### src/rtl/gpp_pkg.sv
// constants for the general purpose port pad control block
// assumes a 32-bit classic wishbone slave with byte addresses
package gpp_pkg;
  localparam int unsigned GPP_PINS = 8;
  localparam int unsigned GPP_BUS_PADS = 4;
  localparam int unsigned GPP_ADR_W = 8;
  localparam int unsigned GPP_DAT_W = 32;

  // register byte offsets
  localparam logic [7:0] GPP_OFF_PIN_LEVEL = 8'h00;
  localparam logic [7:0] GPP_OFF_LATCH = 8'h04;
  localparam logic [7:0] GPP_OFF_DIR = 8'h08;
  localparam logic [7:0] GPP_OFF_ANALOG = 8'h0c;
  localparam logic [7:0] GPP_OFF_DRAIN = 8'h10;
  localparam logic [7:0] GPP_OFF_SLEW = 8'h14;
  localparam logic [7:0] GPP_OFF_THRESH = 8'h18;
  localparam logic [7:0] GPP_OFF_PULLUP = 8'h1c;
  localparam logic [7:0] GPP_OFF_RISE_EN = 8'h20;
  localparam logic [7:0] GPP_OFF_FALL_EN = 8'h24;
  localparam logic [7:0] GPP_OFF_BUS_PAD = 8'h28;
  localparam logic [7:0] GPP_OFF_SINGLE = 8'h2c;

  // reset values
  localparam logic [7:0] GPP_RST_DIR = 8'hff;
  localparam logic [7:0] GPP_RST_ANALOG = 8'hff;
  localparam logic [7:0] GPP_RST_SLEW = 8'hff;
  localparam logic [7:0] GPP_RST_THRESH = 8'hff;
  localparam logic [7:0] GPP_RST_DRAIN = 8'h00;
  localparam logic [7:0] GPP_RST_PULLUP = 8'h00;
  localparam logic [7:0] GPP_RST_LATCH = 8'h00;
  localparam logic [7:0] GPP_RST_EDGE_EN = 8'h00;
  localparam logic [11:0] GPP_RST_BUS_PAD = 12'h000;

  // bus pad field positions, three bits per designated pad
  localparam int unsigned GPP_BP_FIELD_W = 3;
  localparam int unsigned GPP_BP_SLEW = 0;
  localparam int unsigned GPP_BP_PULLUP = 1;
  localparam int unsigned GPP_BP_THRESH = 2;

  // single input pin register fields
  localparam int unsigned GPP_SG_LEVEL = 0;
  localparam int unsigned GPP_SG_PULLUP = 1;
  localparam int unsigned GPP_SG_RISE = 2;
  localparam int unsigned GPP_SG_FALL = 3;
  localparam logic [3:0] GPP_RST_SINGLE = 4'h0;

  // port pin index of each designated bus pad
  localparam int unsigned GPP_BUS_PIN0 = 1;
  localparam int unsigned GPP_BUS_PIN1 = 2;
  localparam int unsigned GPP_BUS_PIN2 = 3;
  localparam int unsigned GPP_BUS_PIN3 = 4;
endpackage : gpp_pkg

### src/rtl/gpp_port.sv
// general purpose 8-bit port pad control with wishbone register access
// assumes pad cells outside resolve the wire from out and output enable
//
// Added by the designer: register access over Wishbone and the register offsets.
module gpp_port
  import gpp_pkg::*;
#(
  parameter int unsigned PINS = GPP_PINS
) (
  input wire logic clk_i,
  input wire logic rst_i,
  input wire logic wb_cyc_i,
  input wire logic wb_stb_i,
  input wire logic wb_we_i,
  input wire logic [GPP_ADR_W-1:0] wb_adr_i,
  input wire logic [3:0] wb_sel_i,
  input wire logic [GPP_DAT_W-1:0] wb_dat_i,
  output logic [GPP_DAT_W-1:0] wb_dat_o,
  output logic wb_ack_o,
  input wire logic [PINS-1:0] pad_in_i,
  output logic [PINS-1:0] pad_out_o,
  output logic [PINS-1:0] pad_oe_o,
  output logic [PINS-1:0] pad_slew_limit_o,
  output logic [PINS-1:0] pad_ttl_sel_o,
  output logic [PINS-1:0] pad_pullup_o,
  output logic [PINS-1:0] pad_in_buf_en_o,
  output logic [PINS-1:0] periph_in_o,
  output logic [PINS-1:0] edge_change_irq_o,
  input wire logic [GPP_BUS_PADS-1:0] bus_st_in_i,
  output logic [GPP_BUS_PADS-1:0] bus_slew_o,
  output logic [GPP_BUS_PADS-1:0] bus_pullup_o,
  output logic [GPP_BUS_PADS-1:0] bus_thresh_o,
  input wire logic single_input_pin_i,
  input wire logic master_clear_enable_i,
  input wire logic low_volt_prog_enable_i,
  output logic single_pin_pullup_o,
  output logic single_edge_irq_o
);
  localparam int unsigned BUS_PIN [GPP_BUS_PADS] = '{GPP_BUS_PIN0, GPP_BUS_PIN1,
    GPP_BUS_PIN2, GPP_BUS_PIN3};

  logic [PINS-1:0] output_hold_latch_q;
  logic [PINS-1:0] direction_ctrl_q;
  logic [PINS-1:0] analog_select_q;
  logic [PINS-1:0] drain_select_q;
  logic [PINS-1:0] slew_limit_q;
  logic [PINS-1:0] input_threshold_sel_q;
  logic [PINS-1:0] pullup_enable_q;
  logic [PINS-1:0] rise_en_q;
  logic [PINS-1:0] fall_en_q;
  logic [11:0] bus_pad_ctrl_q;
  logic [3:0] single_ctrl_q;
  logic [PINS-1:0] pin_meta_q;
  logic [PINS-1:0] pin_sync_q;
  logic [PINS-1:0] pin_prev_q;
  logic [GPP_BUS_PADS-1:0] bus_meta_q;
  logic [GPP_BUS_PADS-1:0] bus_sync_q;
  logic single_meta_q;
  logic single_sync_q;
  logic single_prev_q;
  logic ack_q;
  logic [GPP_DAT_W-1:0] rdata_q;
  logic [PINS-1:0] pin_read;
  logic single_read;
  logic single_avail;
  logic req;
  logic wr;
  logic [GPP_DAT_W-1:0] rdata_d;
  logic [PINS-1:0] bus_mode;
  logic [PINS-1:0] bus_level;

  // register word select
  function automatic logic hit(input logic [GPP_ADR_W-1:0] adr, input logic [7:0] off);
    hit = (adr[GPP_ADR_W-1:2] == off[GPP_ADR_W-1:2]);
  endfunction

  // two-stage synchronisers
  always_ff @(posedge clk_i) begin
    if (rst_i) begin
      pin_meta_q <= '0;
      pin_sync_q <= '0;
      bus_meta_q <= '0;
      bus_sync_q <= '0;
      single_meta_q <= 1'b0;
      single_sync_q <= 1'b0;
    end else begin
      pin_meta_q <= pad_in_i;
      pin_sync_q <= pin_meta_q;
      bus_meta_q <= bus_st_in_i;
      bus_sync_q <= bus_meta_q;
      single_meta_q <= single_input_pin_i;
      single_sync_q <= single_meta_q;
    end
  end

  // digital view of the pins
  assign pin_read = pin_sync_q & ~analog_select_q;
  assign single_avail = ~master_clear_enable_i & ~low_volt_prog_enable_i;
  assign single_read = master_clear_enable_i | single_sync_q;

  assign req = wb_cyc_i & wb_stb_i & ~ack_q;
  assign wr = req & wb_we_i;

  // read mux
  always_comb begin
    rdata_d = '0;
    if (hit(wb_adr_i, GPP_OFF_PIN_LEVEL)) begin
      rdata_d[PINS-1:0] = pin_read;
    end else if (hit(wb_adr_i, GPP_OFF_LATCH)) begin
      rdata_d[PINS-1:0] = output_hold_latch_q;
    end else if (hit(wb_adr_i, GPP_OFF_DIR)) begin
      rdata_d[PINS-1:0] = direction_ctrl_q;
    end else if (hit(wb_adr_i, GPP_OFF_ANALOG)) begin
      rdata_d[PINS-1:0] = analog_select_q;
    end else if (hit(wb_adr_i, GPP_OFF_DRAIN)) begin
      rdata_d[PINS-1:0] = drain_select_q;
    end else if (hit(wb_adr_i, GPP_OFF_SLEW)) begin
      rdata_d[PINS-1:0] = slew_limit_q;
    end else if (hit(wb_adr_i, GPP_OFF_THRESH)) begin
      rdata_d[PINS-1:0] = input_threshold_sel_q;
    end else if (hit(wb_adr_i, GPP_OFF_PULLUP)) begin
      rdata_d[PINS-1:0] = pullup_enable_q;
    end else if (hit(wb_adr_i, GPP_OFF_RISE_EN)) begin
      rdata_d[PINS-1:0] = rise_en_q;
    end else if (hit(wb_adr_i, GPP_OFF_FALL_EN)) begin
      rdata_d[PINS-1:0] = fall_en_q;
    end else if (hit(wb_adr_i, GPP_OFF_BUS_PAD)) begin
      rdata_d[11:0] = bus_pad_ctrl_q;
    end else if (hit(wb_adr_i, GPP_OFF_SINGLE)) begin
      rdata_d[3:0] = single_ctrl_q;
      rdata_d[GPP_SG_LEVEL] = single_read;
    end
  end

  // bus handshake
  always_ff @(posedge clk_i) begin
    if (rst_i) begin
      ack_q <= 1'b0;
      rdata_q <= '0;
    end else begin
      ack_q <= req;
      rdata_q <= req ? rdata_d : '0;
    end
  end

  // bus outputs straight from their flops
  assign wb_ack_o = ack_q;
  assign wb_dat_o = rdata_q;

  // output latch, shared by both write paths
  always_ff @(posedge clk_i) begin
    if (rst_i) begin
      output_hold_latch_q <= GPP_RST_LATCH;
    end else if (wr && hit(wb_adr_i, GPP_OFF_PIN_LEVEL)) begin
      output_hold_latch_q <= wb_sel_i[0] ? wb_dat_i[PINS-1:0] : pin_read;
    end else if (wr && hit(wb_adr_i, GPP_OFF_LATCH) && wb_sel_i[0]) begin
      output_hold_latch_q <= wb_dat_i[PINS-1:0];
    end
  end

  // direction bits, set means input
  always_ff @(posedge clk_i) begin
    if (rst_i) begin
      direction_ctrl_q <= GPP_RST_DIR;
    end else if (wr && wb_sel_i[0] && hit(wb_adr_i, GPP_OFF_DIR)) begin
      direction_ctrl_q <= wb_dat_i[PINS-1:0];
    end
  end

  // analog select bits, set means digital input buffer off
  always_ff @(posedge clk_i) begin
    if (rst_i) begin
      analog_select_q <= GPP_RST_ANALOG;
    end else if (wr && wb_sel_i[0] && hit(wb_adr_i, GPP_OFF_ANALOG)) begin
      analog_select_q <= wb_dat_i[PINS-1:0];
    end
  end

  // drain select bits
  always_ff @(posedge clk_i) begin
    if (rst_i) begin
      drain_select_q <= GPP_RST_DRAIN;
    end else if (wr && wb_sel_i[0] && hit(wb_adr_i, GPP_OFF_DRAIN)) begin
      drain_select_q <= wb_dat_i[PINS-1:0];
    end
  end

  // slew limit bits
  always_ff @(posedge clk_i) begin
    if (rst_i) begin
      slew_limit_q <= GPP_RST_SLEW;
    end else if (wr && wb_sel_i[0] && hit(wb_adr_i, GPP_OFF_SLEW)) begin
      slew_limit_q <= wb_dat_i[PINS-1:0];
    end
  end

  // input threshold bits, set means schmitt
  always_ff @(posedge clk_i) begin
    if (rst_i) begin
      input_threshold_sel_q <= GPP_RST_THRESH;
    end else if (wr && wb_sel_i[0] && hit(wb_adr_i, GPP_OFF_THRESH)) begin
      input_threshold_sel_q <= wb_dat_i[PINS-1:0];
    end
  end

  // weak pull-up enables
  always_ff @(posedge clk_i) begin
    if (rst_i) begin
      pullup_enable_q <= GPP_RST_PULLUP;
    end else if (wr && wb_sel_i[0] && hit(wb_adr_i, GPP_OFF_PULLUP)) begin
      pullup_enable_q <= wb_dat_i[PINS-1:0];
    end
  end

  // rising edge enables
  always_ff @(posedge clk_i) begin
    if (rst_i) begin
      rise_en_q <= GPP_RST_EDGE_EN;
    end else if (wr && wb_sel_i[0] && hit(wb_adr_i, GPP_OFF_RISE_EN)) begin
      rise_en_q <= wb_dat_i[PINS-1:0];
    end
  end

  // falling edge enables
  always_ff @(posedge clk_i) begin
    if (rst_i) begin
      fall_en_q <= GPP_RST_EDGE_EN;
    end else if (wr && wb_sel_i[0] && hit(wb_adr_i, GPP_OFF_FALL_EN)) begin
      fall_en_q <= wb_dat_i[PINS-1:0];
    end
  end

  // bus pad and single pin control
  always_ff @(posedge clk_i) begin
    if (rst_i) begin
      bus_pad_ctrl_q <= GPP_RST_BUS_PAD;
      single_ctrl_q <= GPP_RST_SINGLE;
    end else begin
      if (wr && hit(wb_adr_i, GPP_OFF_BUS_PAD)) begin
        if (wb_sel_i[0]) begin
          bus_pad_ctrl_q[7:0] <= wb_dat_i[7:0];
        end
        if (wb_sel_i[1]) begin
          bus_pad_ctrl_q[11:8] <= wb_dat_i[11:8];
        end
      end
      if (wr && hit(wb_adr_i, GPP_OFF_SINGLE) && wb_sel_i[0]) begin
        single_ctrl_q <= {wb_dat_i[GPP_SG_FALL:GPP_SG_PULLUP], 1'b0};
      end
    end
  end

  // driven value, never high where drain select is set
  always_ff @(posedge clk_i) begin
    if (rst_i) begin
      pad_out_o <= '0;
    end else begin
      pad_out_o <= output_hold_latch_q & ~drain_select_q;
    end
  end

  // driver enable, off for inputs and for released drain pins
  always_ff @(posedge clk_i) begin
    if (rst_i) begin
      pad_oe_o <= '0;
    end else begin
      pad_oe_o <= ~direction_ctrl_q & ~(drain_select_q & output_hold_latch_q);
    end
  end

  // pad slew limit
  always_ff @(posedge clk_i) begin
    if (rst_i) begin
      pad_slew_limit_o <= GPP_RST_SLEW;
    end else begin
      pad_slew_limit_o <= slew_limit_q;
    end
  end

  // ttl threshold where the schmitt bit is clear
  always_ff @(posedge clk_i) begin
    if (rst_i) begin
      pad_ttl_sel_o <= '0;
    end else begin
      pad_ttl_sel_o <= ~input_threshold_sel_q;
    end
  end

  // pad weak pull-ups
  always_ff @(posedge clk_i) begin
    if (rst_i) begin
      pad_pullup_o <= '0;
    end else begin
      pad_pullup_o <= pullup_enable_q;
    end
  end

  // digital input buffer, off for analog pins
  always_ff @(posedge clk_i) begin
    if (rst_i) begin
      pad_in_buf_en_o <= '0;
    end else begin
      pad_in_buf_en_o <= ~analog_select_q;
    end
  end

  // bus receiver routing onto the designated pins
  always_comb begin
    bus_mode = '0;
    bus_level = '0;
    for (int k = 0; k < GPP_BUS_PADS; k++) begin
      bus_mode[BUS_PIN[k]] = bus_pad_ctrl_q[k*GPP_BP_FIELD_W+GPP_BP_THRESH];
      bus_level[BUS_PIN[k]] = bus_sync_q[k];
    end
  end

  // peripheral inputs, gated by analog select like port reads
  always_ff @(posedge clk_i) begin
    if (rst_i) begin
      periph_in_o <= '0;
    end else begin
      periph_in_o <= ((bus_level & bus_mode) | (pin_read & ~bus_mode))
                     & ~analog_select_q;
    end
  end

  // bus pad options
  always_ff @(posedge clk_i) begin
    if (rst_i) begin
      bus_slew_o <= '0;
      bus_pullup_o <= '0;
      bus_thresh_o <= '0;
    end else begin
      for (int k = 0; k < GPP_BUS_PADS; k++) begin
        bus_slew_o[k] <= bus_pad_ctrl_q[k*GPP_BP_FIELD_W+GPP_BP_SLEW];
        bus_pullup_o[k] <= bus_pad_ctrl_q[k*GPP_BP_FIELD_W+GPP_BP_PULLUP];
        bus_thresh_o[k] <= bus_pad_ctrl_q[k*GPP_BP_FIELD_W+GPP_BP_THRESH];
      end
    end
  end

  // edge detection
  always_ff @(posedge clk_i) begin
    if (rst_i) begin
      pin_prev_q <= '0;
      single_prev_q <= 1'b0;
      edge_change_irq_o <= '0;
      single_edge_irq_o <= 1'b0;
      single_pin_pullup_o <= 1'b0;
    end else begin
      pin_prev_q <= pin_read;
      single_prev_q <= single_sync_q;
      edge_change_irq_o <= (pin_read & ~pin_prev_q & rise_en_q)
                         | (~pin_read & pin_prev_q & fall_en_q);
      single_edge_irq_o <= single_avail & ((single_sync_q & ~single_prev_q
                           & single_ctrl_q[GPP_SG_RISE]) | (~single_sync_q & single_prev_q
                           & single_ctrl_q[GPP_SG_FALL]));
      single_pin_pullup_o <= single_ctrl_q[GPP_SG_PULLUP] | master_clear_enable_i
                           | low_volt_prog_enable_i;
    end
  end
endmodule // gpp_port

### config.mk
export PLATFORM = sky130hd
export DESIGN_NAME = gpp_port
export DESIGN_NICKNAME = d
export VERILOG_FILES = /design/src/rtl/gpp_pkg.sv /design/src/rtl/gpp_port.sv
export SDC_FILE = /design/constraint.sdc
export NUM_CORES = 1
export LEC_CHECK = 0
export BUFFER_PORTS_ARGS = -buffer_cell sky130_fd_sc_hd__buf_4
export CAP_MARGIN = 30
export CORE_MARGIN = 4
export CORE_UTILIZATION = 45
export CTS_CLUSTER_DIAMETER = 60
export DETAILED_ROUTE_END_ITERATION = 6
export GPL_TIMING_DRIVEN = 0
export MAX_ROUTING_LAYER = met4
export PLACE_DENSITY = 0.68
export SLEW_MARGIN = 20
export SYNTH_ARGS = -nofsm -noshare
export SYNTH_HDL_FRONTEND = slang
export SYNTH_SLANG_ARGS = --single-unit
### constraint.sdc
create_clock -name clk_i -period 2.6 [get_ports clk_i]
set_input_delay 0.39 -clock clk_i [delete_from_list [all_inputs] [get_ports clk_i]]
set_output_delay 0.39 -clock clk_i [all_outputs]
set_load 0.1 [all_outputs]
# After elaboration in Yosys (flattened, before gate mapping)
# Cells that the tools add are included.
[word_totals]
ff_bits = 233
latchBits = 0
ramBits = 0
romBits = 0
in_bits = 64
out_inout_bits = 111
n_memories = 0
[op_classes]
addsub = 0
multipliers = 0
n_div = 0
order_cmp = 0
eq_ne = 11
n_shift = 0
muxes = 16
n_bitwise = 41
reduce_logical = 21
[op_table]
columns = ["operator", "n"]
rows = [
  ["$mux W8", 14],
  ["$and A8 B8 Y8", 10],
  ["$not A8 Y8", 7],
  ["$eq A6 B3 Y1 const B", 4],
  ["$eq A6 B4 Y1 const B", 4],
  ["$logic_and A1 B1 Y1", 15],
  ["$reduce_or A13 Y1", 1],
  ["$eq A6 B2 Y1 const B", 2],
  ["$and A1 B1 Y1", 9],
  ["$mux W4", 2],
  ["$not A5 Y8", 1],
  ["$or A5 B8 Y8", 1],
  ["$or A8 B8 Y8", 1],
  ["$not A1 Y1", 7],
  ["$eq A6 B1 Y1 const B", 1],
  ["$logic_not A6 Y1", 1],
  ["$and A5 B5 Y5", 1],
  ["$or A1 B1 Y1", 4],
  ["$reduce_and A2 Y1", 2],
  ["$reduce_bool A2 Y1", 1],
  ["$reduce_or A2 Y1", 1],
]

# Depth between registers and ports, before layout
[depth]
word_depth = 13
mapped_depth = 8
mapped_depth_nobuf = 5

# Least setup slack after synthesis
# No wires, ideal clock.
[synth_path]
kind = "flip-flop to flip-flop"
startpoint = "reg ack_q (netlist: wb_ack_o)"
endpoint = "reg direction_ctrl_q[0]"
setup_time_ns = 0.141
arrival_time_ns = 2.240
required_ns = 2.459
slack_ns = 0.219
path_stages_with_launch = 7
cell_sequence = "dfxtp_1 > and4b_1 > and2_1 > clkbuf_1 > nand3_1 > clkbuf_1 > o211ai_1"
[synth_via]
elab_chain_cells = 5
[synth_rtl]
columns = ["item", "line_no", "text"]
rows = [
  ["start, declared", "gpp_port.sv:61", "logic ack_q;"],
  ["start signal, assigned", "gpp_port.sv:141", "ack_q <= req;"],
  ["$not A1 Y1", "gpp_port.sv:101", "assign req = wb_cyc_i & wb_stb_i & ~ack_q;"],
  ["$and A1 B1 Y1", "gpp_port.sv:101", ""],
  ["$and A1 B1 Y1", "gpp_port.sv:102", "assign wr = req & wb_we_i;"],
  ["$logic_and A1 B1 Y1 (2 in a row)", "gpp_port.sv:165", "end else if (wr && wb_sel_i[0] && hit(wb_adr_i, GPP_OFF_DIR)) begin"],
  ["end signal, assigned", "gpp_port.sv:166", "direction_ctrl_q <= wb_dat_i[PINS-1:0];"],
  ["end, declared", "gpp_port.sv:43", "logic [PINS-1:0] direction_ctrl_q;"],
]
# Every way passes these cells.
# A chain may end at the register's enable or synchronous reset.

# Worst setup path after layout
[layout_path]
startpoint = "reg ack_q (netlist: wb_ack_o)"
endpoint = "reg direction_ctrl_q[5]"
# Same word-level chain as after synthesis.

==> impl_metrics.env <==
export IMPL_irDropWorstVdd_mv=0.513
export IMPL_crit_type="reg -> reg"
export IMPL_tightest_slew_ns=0.992
export IMPL_syn_mean_instance_area_um2=9.34
export IMPL_async_reset_ff_share_pct=0
export IMPL_ant_nets=0
export IMPL_clock_skew_ns=0.00953
export IMPL_fp_row_count=48
export IMPL_dieHeight_um=141
export IMPL_synth_top_cell_by_area="dfxtp_1"
export IMPL_hold_viol_final=0
export IMPL_cts_buffers=22
export IMPL_fin_nets=1080
export IMPL_slew_headroom_pct=33.3
export IMPL_die_area_mm2=0.0198
export IMPL_fin_crit_sh_pct=88.1
export IMPL_yosys_most_used_dff="dfxtp_1"
export IMPL_worstHoldEndpoint="single_edge_irq_o$_SDFF_PP0_"
export IMPL_final_cells=1255
export IMPL_critPathCaptureType="flip-flop"
export IMPL_cp_required_ns=2.96
export IMPL_power_density_mw_per_mm2=678
export IMPL_cts_setup_buffers=0
export IMPL_p_leak_nw=4.35
export IMPL_vias_per_cell=5.40
export IMPL_antenna_found_initial=1
export IMPL_initial_utilization_pct=45.9
export IMPL_reg2reg_depth=7
export IMPL_vias=6774
export IMPL_netlist_top_cells_count="209 x dfxtp_1, 92 x nand2_1, 73 x nor2_1"
export IMPL_ys_top_cells_by_area="dfxtp_1 53%, nand2_1 4.4%, nor2b_1 4.2%"
export IMPL_cts_sinks=209
export IMPL_drt_pre_antenna_iters=6
export IMPL_clk_path_buf_depth=3
export IMPL_fmax_mhz=437
export IMPL_dr_first_iter_drc_count=665
export IMPL_yosysWarnings=0
export IMPL_min_from="low_volt_prog_enable_i"
export IMPL_fin_setup_tns_ns=0
export IMPL_hp_class="in -> reg"
export IMPL_wl_per_cell_um=20.1
export IMPL_synth_edf_count=0
export IMPL_cts_root_buf="clkbuf_16"
export IMPL_setup_violations=0
export IMPL_cts_tree="yes"
export IMPL_status="finished, final reports clean"
export IMPL_cts_hold_buf=0
export IMPL_num_io_pins=175
export IMPL_path_max_fanout=10
export IMPL_dp_worst_setup_slack_ns=-0.0460
export IMPL_ys_types=56
export IMPL_overflow=0
export IMPL_arrival_ns=2.65
export IMPL_remaining_drc_errors=0
export IMPL_synth_top_area_share_pct=52.7
export IMPL_yosysMostFrequentCell="dfxtp_1"
export IMPL_area_growth_pct=24.7
export IMPL_port_buffers=123
export IMPL_final_min_clock_period_ns=2.29
export IMPL_crit_path_start_kind="flip-flop"
export IMPL_min_path_cells=2
export IMPL_synthesis_area_mm2=0.00794
export IMPL_cts_resized=0
export IMPL_routabilityCongestion=0.980
export IMPL_totalWireLength_um=25200
export IMPL_dieWidth_um=141
export IMPL_placed_cells=1217
export IMPL_syn_inst=850
export IMPL_clk_latency_ns=0.51
export IMPL_maxSlewViolCount=0
export IMPL_clkTransAtPathRegs_ns=0.06
export IMPL_yosys_register_bits=209
export IMPL_fill_cells=1571
export IMPL_grt_max_degree=15
export IMPL_drv_cap=0
export IMPL_grt_usage_pct=25.3
export IMPL_core_area_mm2=0.0173
export IMPL_htreeDepth=1
export IMPL_synth_seq_area_share_pct=52.7
export IMPL_r2r_end="direction_ctrl_q[5]$_SDFFE_PP1P_"
export IMPL_r2r_slack_ns=0.31
export IMPL_grt_pass1_vias=6313
export IMPL_grt_pass1_wl_um=37500
export IMPL_rsz0062_at_grt="no"
export IMPL_setup_ws_ns=0.311
export IMPL_drive_gt1_share_pct=20.9
export IMPL_rr_startpoint="wb_ack_o$_SDFF_PP0_"
export IMPL_place_hpwl_um=18700
logic make-up after synthesis:
kind of cell	share of synthesized area [%]
other	0.0473
buffers and inverters	6.12
and+or+nand+nor	22.3
AOI/OAI and AO/OA	14.0
muxes	4.81
DFF	52.7
worst max path at each step:
stage	startpoint	endpoint	cells after the start
finish	wb_ack_o$_SDFF_PP0_	direction_ctrl_q[5]$_SDFFE_PP1P_	7
global route	wb_ack_o$_SDFF_PP0_	direction_ctrl_q[5]$_SDFFE_PP1P_	7
CTS	wb_ack_o$_SDFF_PP0_	direction_ctrl_q[5]$_SDFFE_PP1P_	7
detailed placement	wb_adr_i[5]	analog_select_q[5]$_SDFFE_PP1P_	7
global placement	wb_adr_i[3]	wb_dat_o[1]$_SDFF_PP0_	7
floorplan	wb_ack_o$_SDFF_PP0_	direction_ctrl_q[0]$_SDFFE_PP1P_	6
final cells by class:
| type | instances | area [um2] | area share (%) |
|---|---|---|---|
| flip-flops and latches | 209 | 4180 | 42.3 |
| diodes | 1 | 2.50 | 0.0253 |
| plain buffers | 82 | 438 | 4.42 |
| inverters | 13 | 48.8 | 0.493 |
| multi-input cells | 565 | 3340 | 33.7 |
| repair buffers | 123 | 923 | 9.33 |
| well taps | 225 | 282 | 2.84 |
| clock inverters | 4 | 41.3 | 0.417 |
| clock buffers | 33 | 642 | 6.48 |
where the power goes:
part	internal (mW)	switching (mW)	total, mW
Clock	1.71	1.26	2.97
Sequential	3.23	0.00835	3.23
Combinational	0.129	0.382	0.511
cell usage in the layout, fill, tap and decap left out, drive strengths merged, types with 3 or more instances in the layout:
cell type and n:
nand3b 5, nand3 33, a21oi 54, and2 13, nor2b 53, nor2 74
or2 15, mux2i 28, a311oi 6, a211oi 13, nor3b 15, o22ai 7
conb 20, mux4 3, a22o 3, inv 15, and3 5, a221oi 5
o21ai 25, o211ai 34, clkbuf 69, buf 169, a31oi 9, mux2 3
nand2b 12, nor3 9, nand2 92, or3 4, dfxtp 209
per-layer routing:
| layer | track usage (%) | vias to the layer above | part of all wire (%) |
|---|---|---|---|
| li1 | - | 3219 | - |
| met1 | 33.9 | 3179 | 41 |
| met2 | 39.2 | 328 | 45 |
| met3 | 4.95 | 48 | 10 |
| met4 | 7.04 | 0 | 3.0 |
| met5 | - | - | 0 |
stage by stage:
step	hold slack (ns)	utilization, %	cell area [um2]	total power [mW]
finish	0.0523	57.2	9900	6.71
global route	0.0529	57.2	9900	6.93
CTS	0.0349	57.2	9900	6.76
detailed placement	0.420	53.3	9210	3.81
global placement	0.418	53.3	9210	3.81
floorplan	0.409	-	8010	3.65
critical path, stage by stage, from the launching register on:
cell and delay, ns:
dfxtp_1 0.33, and4b_1 0.52, and2_1 0.26, clkbuf_2 0.24
nand3_1 0.26, clkbuf_1 0.31, nand2_1 0.12, o211ai_1 0.09
(Power assumes the default switching activity.)
